--- src/shared/anp_pkg.sv ---
/*
  anp_pkg: constants and types for the partner next page status register.
  assumes: included before any design file that imports it.
*/
`default_nettype none
package anp_pkg;
  // register map (decode width in bits, then byte addresses)
  localparam logic [3:0]  ANP_ADDR_W        = 4'h4;
  localparam logic [15:0] ANP_OFF_PAGE_WORD = 16'h0008;
  localparam logic [15:0] ANP_OFF_PAGE_CNT  = 16'h000C;
  // field positions within the page word
  localparam int ANP_BIT_MORE   = 15;
  localparam int ANP_BIT_ACK    = 14;
  localparam int ANP_BIT_FMT    = 13;
  localparam int ANP_BIT_COMPLY = 12;
  localparam int ANP_BIT_TOGGLE = 11;
  // reset values
  localparam logic [10:0] ANP_CODE_NULL = 11'h001;
  localparam logic [15:0] ANP_WORD_RST  = 16'h2001;
  // axi responses
  localparam logic [1:0]  ANP_RESP_OKAY   = 2'h0;
  localparam logic [1:0]  ANP_RESP_SLVERR = 2'h2;
  localparam logic [1:0]  ANP_RESP_DECERR = 2'h3;

  // decoded next page word
  typedef struct packed {
    logic        more_pages_flag;
    logic        ack;
    logic        formatted_page_flag;
    logic        can_comply_flag;
    logic        toggle;
    logic [10:0] code;
  } anp_page_s;
endpackage : anp_pkg
`default_nettype wire

--- src/rtl/anp_partner_page.sv ---
/*
  anp_partner_page: read-only partner next page status register on an
  axi4-lite slave. assumes the arbitration logic presents each received
  page as a one-cycle strobe with the raw 16-bit word, synchronous to clock.
*/
// Our own choice: the AXI4-Lite register port.
// Function
// - bit 15 set means partner has further next pages to send.
// - bit 14 reads 1 when partner acknowledged the ability word.
// - acknowledge bit comes only from received bursts, never software.
// - bit 13 resets to 1; marks formatted message versus unformatted page.
// - bit 12 reads 1 when partner can comply with the message.
// - bit 11 holds inverse of toggle of previously exchanged code word.
// - code field resets to 001, the null message page.
`default_nettype none
module anp_partner_page
  import anp_pkg::*;
(
  input  wire logic        clock,          // 200 MHz core clock
  input  wire logic        rst_b,          // async reset, active low
  input  wire logic        page_rx_valid,  // one-cycle strobe, page received
  input  wire logic [15:0] page_rx_word,   // raw received page word
  input  wire logic        awvalid,        // write address valid
  output logic             awready,        // write address ready
  input  wire logic [31:0] awaddr,         // write address
  input  wire logic        wvalid,         // write data valid
  output logic             wready,         // write data ready
  input  wire logic [31:0] wdata,          // write data (ignored)
  input  wire logic [3:0]  wstrb,          // write strobes (ignored)
  output logic             bvalid,         // write response valid
  input  wire logic        bready,         // write response ready
  output logic [1:0]       bresp,          // write response
  input  wire logic        arvalid,        // read address valid
  output logic             arready,        // read address ready
  input  wire logic [31:0] araddr,         // read address
  output logic             rvalid,         // read data valid
  input  wire logic        rready,         // read data ready
  output logic [31:0]      rdata,          // read data
  output logic [1:0]       rresp,          // read response
  output logic [15:0]      page_word       // current page word, from register
);

  anp_page_s   page_reg;
  logic [15:0] cnt_reg;
  logic        aw_got_reg;
  logic        w_got_reg;
  logic [31:0] aw_addr_reg;

  // map an address to a known register
  function automatic logic addr_hit(input logic [31:0] a);
    addr_hit = (a[ANP_ADDR_W-1:0] == ANP_OFF_PAGE_WORD[ANP_ADDR_W-1:0]) ||
               (a[ANP_ADDR_W-1:0] == ANP_OFF_PAGE_CNT[ANP_ADDR_W-1:0]);
    addr_hit = addr_hit && (a[31:ANP_ADDR_W] == '0);
  endfunction : addr_hit

  // received word split into fields
  wire anp_page_s rx_page = anp_page_s'(page_rx_word);

  // page register: loaded only by received pages
  always_ff @(posedge clock or negedge rst_b) begin
    if (!rst_b) begin
      page_reg <= anp_page_s'(ANP_WORD_RST);
      cnt_reg  <= 16'h0000;
    end else if (page_rx_valid) begin
      page_reg <= rx_page;
      cnt_reg  <= cnt_reg + 16'h0001;
    end
  end

  assign page_word = page_reg;

  // write path: accept both channels in either order, discard data
  wire aw_take = awvalid && awready;
  wire w_take  = wvalid && wready;
  wire aw_have = aw_got_reg || aw_take;
  wire w_have  = w_got_reg || w_take;
  wire [31:0] wr_addr = aw_got_reg ? aw_addr_reg : awaddr;
  wire wr_fire = aw_have && w_have && !bvalid;

  always_ff @(posedge clock or negedge rst_b) begin
    if (!rst_b) begin
      awready     <= 1'b0;
      wready      <= 1'b0;
      aw_got_reg  <= 1'b0;
      w_got_reg   <= 1'b0;
      aw_addr_reg <= 32'h0000_0000;
      bvalid      <= 1'b0;
      bresp       <= ANP_RESP_OKAY;
    end else begin
      awready <= !aw_have && !bvalid && !awready;
      wready  <= !w_have && !bvalid && !wready;
      if (aw_take) aw_addr_reg <= awaddr;
      if (wr_fire) begin
        aw_got_reg <= 1'b0;
        w_got_reg  <= 1'b0;
        bvalid     <= 1'b1;
        // read-only registers: mapped writes refused, nothing stored
        bresp      <= addr_hit(wr_addr) ? ANP_RESP_SLVERR : ANP_RESP_DECERR;
      end else begin
        aw_got_reg <= aw_have;
        w_got_reg  <= w_have;
        if (bvalid && bready) bvalid <= 1'b0;
      end
    end
  end

  // read path: one read at a time, data captured at address acceptance
  wire ar_take = arvalid && arready;
  wire [ANP_ADDR_W-1:0] rd_idx = araddr[ANP_ADDR_W-1:0];
  wire [31:0] rd_mux = (rd_idx == ANP_OFF_PAGE_WORD[ANP_ADDR_W-1:0]) ?
                       {16'h0000, page_reg} : {16'h0000, cnt_reg};

  always_ff @(posedge clock or negedge rst_b) begin
    if (!rst_b) begin
      arready <= 1'b0;
      rvalid  <= 1'b0;
      rdata   <= 32'h0000_0000;
      rresp   <= ANP_RESP_OKAY;
    end else begin
      arready <= !arready && !rvalid && !arvalid ? 1'b1 :
                 (!arready && !rvalid && arvalid);
      if (ar_take) begin
        rvalid <= 1'b1;
        rdata  <= addr_hit(araddr) ? rd_mux : 32'h0000_0000;
        rresp  <= addr_hit(araddr) ? ANP_RESP_OKAY : ANP_RESP_DECERR;
      end else if (rvalid && rready) begin
        rvalid <= 1'b0;
      end
    end
  end
endmodule : anp_partner_page
`default_nettype wire

--- config.mk ---
export PLATFORM = sky130hd
export DESIGN_NAME = anp_partner_page
export DESIGN_NICKNAME = d
export VERILOG_FILES = /design/src/shared/anp_pkg.sv /design/src/rtl/anp_partner_page.sv
export SDC_FILE = /design/constraint.sdc
export NUM_CORES = 1
export LEC_CHECK = 0
export CAP_MARGIN = 20
export CORE_AREA = 3 3 86 88
export CTS_BUF_LIST = sky130_fd_sc_hd__clkbuf_8
export DETAILED_ROUTE_END_ITERATION = 12
export DIE_AREA = 0 0 89 91
export DONT_BUFFER_PORTS = 1
export PLACE_DENSITY = 0.82
export SYNTH_ARGS = -nofsm -noshare
export SYNTH_HDL_FRONTEND = slang
export SYNTH_SLANG_ARGS = --single-unit
--- constraint.sdc ---
create_clock -name clock -period 1.4 [get_ports clock]
set_input_delay 0.21 -clock clock [delete_from_list [all_inputs] [get_ports clock]]
set_output_delay 0.21 -clock clock [all_outputs]
set_load 0.03 [all_outputs]
# Yosys cells after proc, flatten, opt, wreduce, memory -nomap -nowiden
# Index checks and enable logic that the tools add are counted.
# word_totals
register_bits	107
latch_bits	0
mem_bits_rw	0
romBits	0
input_bits	124
output_inout_bits	57
memories	0
# op_classes
add_sub_neg	1
n_mul	0
div	0
magnitude_cmp	0
eq_ne	4
shifts	0
n_mux	12
bitwise_logic	0
n_reduce_logical	32
# op_table
op	n
zero test 28 bit	2
two-way mux 16 bit	2
two-way mux 32 bit	1
adder 16 x 1 -> 16 bit, second input constant	1
equality test 4 bit, second input constant	4
logical AND 1 bit	16
zero test 1 bit	8
two-way mux 1 bit	8
logical OR 1 bit	4
nonzero test 2 bit	2
two-way mux 2 bit	1

# Longest topological paths before layout
# depth
depth_word	5
ltp_mapped	6
ltp_nobuf	4

# Worst setup path before layout
# Ideal clock, no wire load.
# synth_timing
kind	register to register
startpoint	register arready
endpoint	register rdata[11]
arrival_time_ns	1.677
t_required_ns	1.324
slack_ns	-0.354
path_stages_with_launch	6
period_less_slack_ns	1.754
cell_sequence	dfrtp_1 > nand2_1 > or4_4 > buf_6 > buf_8 > o21ai_1
# synth_via
elab_chain_len	1
# synth_lines
element	line_no	text
start: declaration	anp_partner_page.sv:34	output logic arready,
start signal: assignment	anp_partner_page.sv:120	arready <= !arready && !rvalid && !arvalid ? 1'b1 :
logical AND 1 bit	anp_partner_page.sv:108	wire ar_take = arvalid && arready;
end signal: assignment	anp_partner_page.sv:124	rdata <= addr_hit(araddr) ? rd_mux : 32'h0000_0000;
end: declaration	anp_partner_page.sv:38	output logic [31:0] rdata,
# No other way between the ends.
# A chain may end at the register's enable or synchronous reset.

# Final worst setup path
# layout_timing
startpoint	input port araddr[15]
endpoint	register rresp[0]
# layout_via
elab_chain_len	3
# layout_lines
element	line_no	text
start: declaration	anp_partner_page.sv:35	input wire logic [31:0] araddr,
zero test 28 bit	anp_partner_page.sv:53	addr_hit = addr_hit && (a[31:ANP_ADDR_W] == '0);
logical AND 1 bit	anp_partner_page.sv:53	
two-way mux 2 bit	anp_partner_page.sv:125	rresp <= addr_hit(araddr) ? ANP_RESP_OKAY : ANP_RESP_DECERR;
end signal: assignment	anp_partner_page.sv:125	
end: declaration	anp_partner_page.sv:39	output logic [1:0] rresp,
# No other way between the ends.

==> results.txt <==
Max Cap Viol - 0
Worst Hold Class - in2async
Fin Hold WS - -0.4485 ns
Rows - 30
Core area - 6719 um^2
Drt initial violations - 93
Synth Cell Area - 3871 um^2
Failing checks - hold timing
CTS tree - yes
Die Y - 91 um
Die area - 8099 um^2
CTS H-Tree Depth - 3
Post-synth EDFFs - 0
Setup crit end kind - flop
Worst Path Required - 1.63 ns
Post-synth cell types - 35
Area Growth Syn to Fin - 20.78%
Syn Area/Cell - 12.37 um^2
Layout cells sized above 1 - 23.59%
# hold bufs at CTS - 45
Detailed-route via count - 2583
GRT Total Usage - 21.66%
Flops & latches, synth - 89
Unrepaired setup endpoints after global routing - no
CP Max Fanout - 17
Clock skew - 0.006751 ns
Starting Density - 57.62%
Maximum VDD drop - 0.001012 V
DR pass1 iterations - 4
Maximum root-to-sink buffer count - 2
CTS sink cnt - 89
Max reg flops - 31
Post-Syn Instances - 313
# setup viols final - 0
Routed Antenna Nets - 0
Fin. max-slew vios - 0
Final period util - 96.37%
R2R cell count - 3
Routed WL - 8400 um
Synth warn - 0
Met2 wire len - 4314 um
Post-route worst setup slack - 0.05080 ns
Lkg Pwr - 1.940 nW
Initial antenna violation count - 0
Residual DRC - 0
Hold Vio Cnt, Final - 89
Reg clk slew, reported paths - 0.08 ns
Power per cell area - 1613 nW/um^2
Crit path kind - in2reg
Worst Path Arrival - 1.58 ns
Measured slew at the worst slew-check pin - 0.5707 ns
Vias in the first global route - 2902
Highest Signal Layer - met4
# diodes - 0
CP startpoint kind - primary input
Final min period - 1.349 ns
Nets - 493
Pre-CTS setup slack - -0.1970 ns
Commonest non-fill, non-tap cell in the layout - dfrtp_1
First-pass GRT wire length - 13640 um
Fraction of registers with async set/reset - 100.0%
Detailed placer's ending HPWL - 5482 um
IO Pins - 181
Status - finished with violations
Via density per instance - 5.702
WL met1 - 3344 um
Fmax - 0.7412 GHz
Most common flop cell mapped by yosys - dfrtp_1
Gpl congestion - 0.7998
CTS buffer count - 9
Grt total ovfl - 0
Routed len/inst - 18.54 um
Sequential area share after synthesis - 57.60%
Largest net degree at the start of global routing - 90
Most frequent cells in the layout - 86 x dfrtp_1, 48 x mux2_2, 45 x dlygate4sd3_1
Chip width - 89 um
Final Util - 69.59%
Slew margin rel. - 61.96%
Met3 Wirelength - 596 um
Port Buffers - 0
Clk Latency, worst-skew pair - 0.35 ns
Clk root buf - clkbuf_8
final timing paths:
path / to / slack, ns / start
worst min-delay path: aw_addr_reg[9]$_DFFE_PN0P_ / -0.45 / rst_b
max in group asynchronous: page_word[13]$_DFFE_PN1P_ / 1.65 / rst_b
worst min register to register: wready$_DFF_PN0_ / 0.44 / w_got_reg$_DFF_PN0_
worst max register to register: rresp[0]$_DFFE_PN0P_ / 0.12 / arready$_DFF_PN0_
min in group clock: page_word[5]$_DFFE_PN0P_ / 0.02 / page_rx_word[5]
worst max-delay path: rresp[0]$_DFFE_PN0P_ / 0.05 / araddr[15]
cell usage after synthesis (all sizes together) (3+ instances only):
master | number | area [um^2]
a21oi | 4 | 20.02
dfrtp | 87 | 2177
nand3 | 8 | 40.04
nor4b | 5 | 43.79
buf | 24 | 175.2
nor2 | 10 | 37.54
xnor2 | 13 | 113.9
nand2 | 26 | 97.59
o21ai | 17 | 88.83
mux2 | 48 | 540.5
and4 | 3 | 26.28
nand4 | 8 | 50.05
mux2i | 15 | 150.1
nor4 | 16 | 100.1
clkbuf | 5 | 18.77
inv | 3 | 11.26
nor3 | 6 | 30.03
critical path, cell delays in order:
cell	delay, ns
or4_1	0.51
or4_4	0.68
nor2b_1	0.18
kinds of logic after synthesis:
kind of cell | count (synthesis) | share of synthesized area, %
multiplexers | 63 | 17.84
other | 1 | 0.09687
AO/OA/AOI/OAI | 24 | 3.329
adder cells (fa/ha/maj) | 1 | 0.3232
buffers and inverters | 32 | 5.300
XOR/XNOR | 15 | 3.394
AND/OR/NAND/NOR | 88 | 12.12
flip-flops | 89 | 57.60
stage by stage:
stage | hold slack [ns] | area, um^2 | TNS [ns] | instances | total power [mW]
6_report | -0.4485 | 4676 | 0 | 453 | 7.543
5_1_grt | -0.4766 | 4676 | 0 | 453 | 7.963
4_1_cts | -0.4738 | 4628 | 0 | 451 | 7.504
3_5_place_dp | -0.08333 | 3956 | -2.725 | 390 | 5.483
3_3_place_gp | -0.08376 | 3956 | -2.256 | 390 | 5.350
2_1_floorplan | -0.08559 | 3940 | -2.189 | 328 | 5.018
layout make-up:
type,count,area (um^2)
clock buffer,10,137.6
clock inverter,6,83.83
fill,455,2043
inverter,3,11.26
multi-input combinational,207,1539
sequential,89,2231
tap,80,100.1
timing repair buffer,58,573.1
report_power, final:
| part | switching [mW] | internal [mW] |
|---|---|---|
| Clock | 0.872 | 1.04 |
| Sequential | 0.594 | 3.27 |
| Combinational | 0.795 | 0.970 |
what timing repair did:
action	4_1_cts	5_1_grt
endpoints found under the hold margin	134	89
buffers inserted	0	2
resized for setup	0	5
pin swaps	1	1
setup endpoints to repair	3	4
metal layers:
layer | track usage (%) | vias up
met4 | 8.809 | 0
met2 | 36.14 | 103
li1 | - | 1195
met1 | 26.94 | 1271
met5 | 0 | -
met3 | 4.719 | 14
No activity file was read; power rests on OpenSTA's default activity.
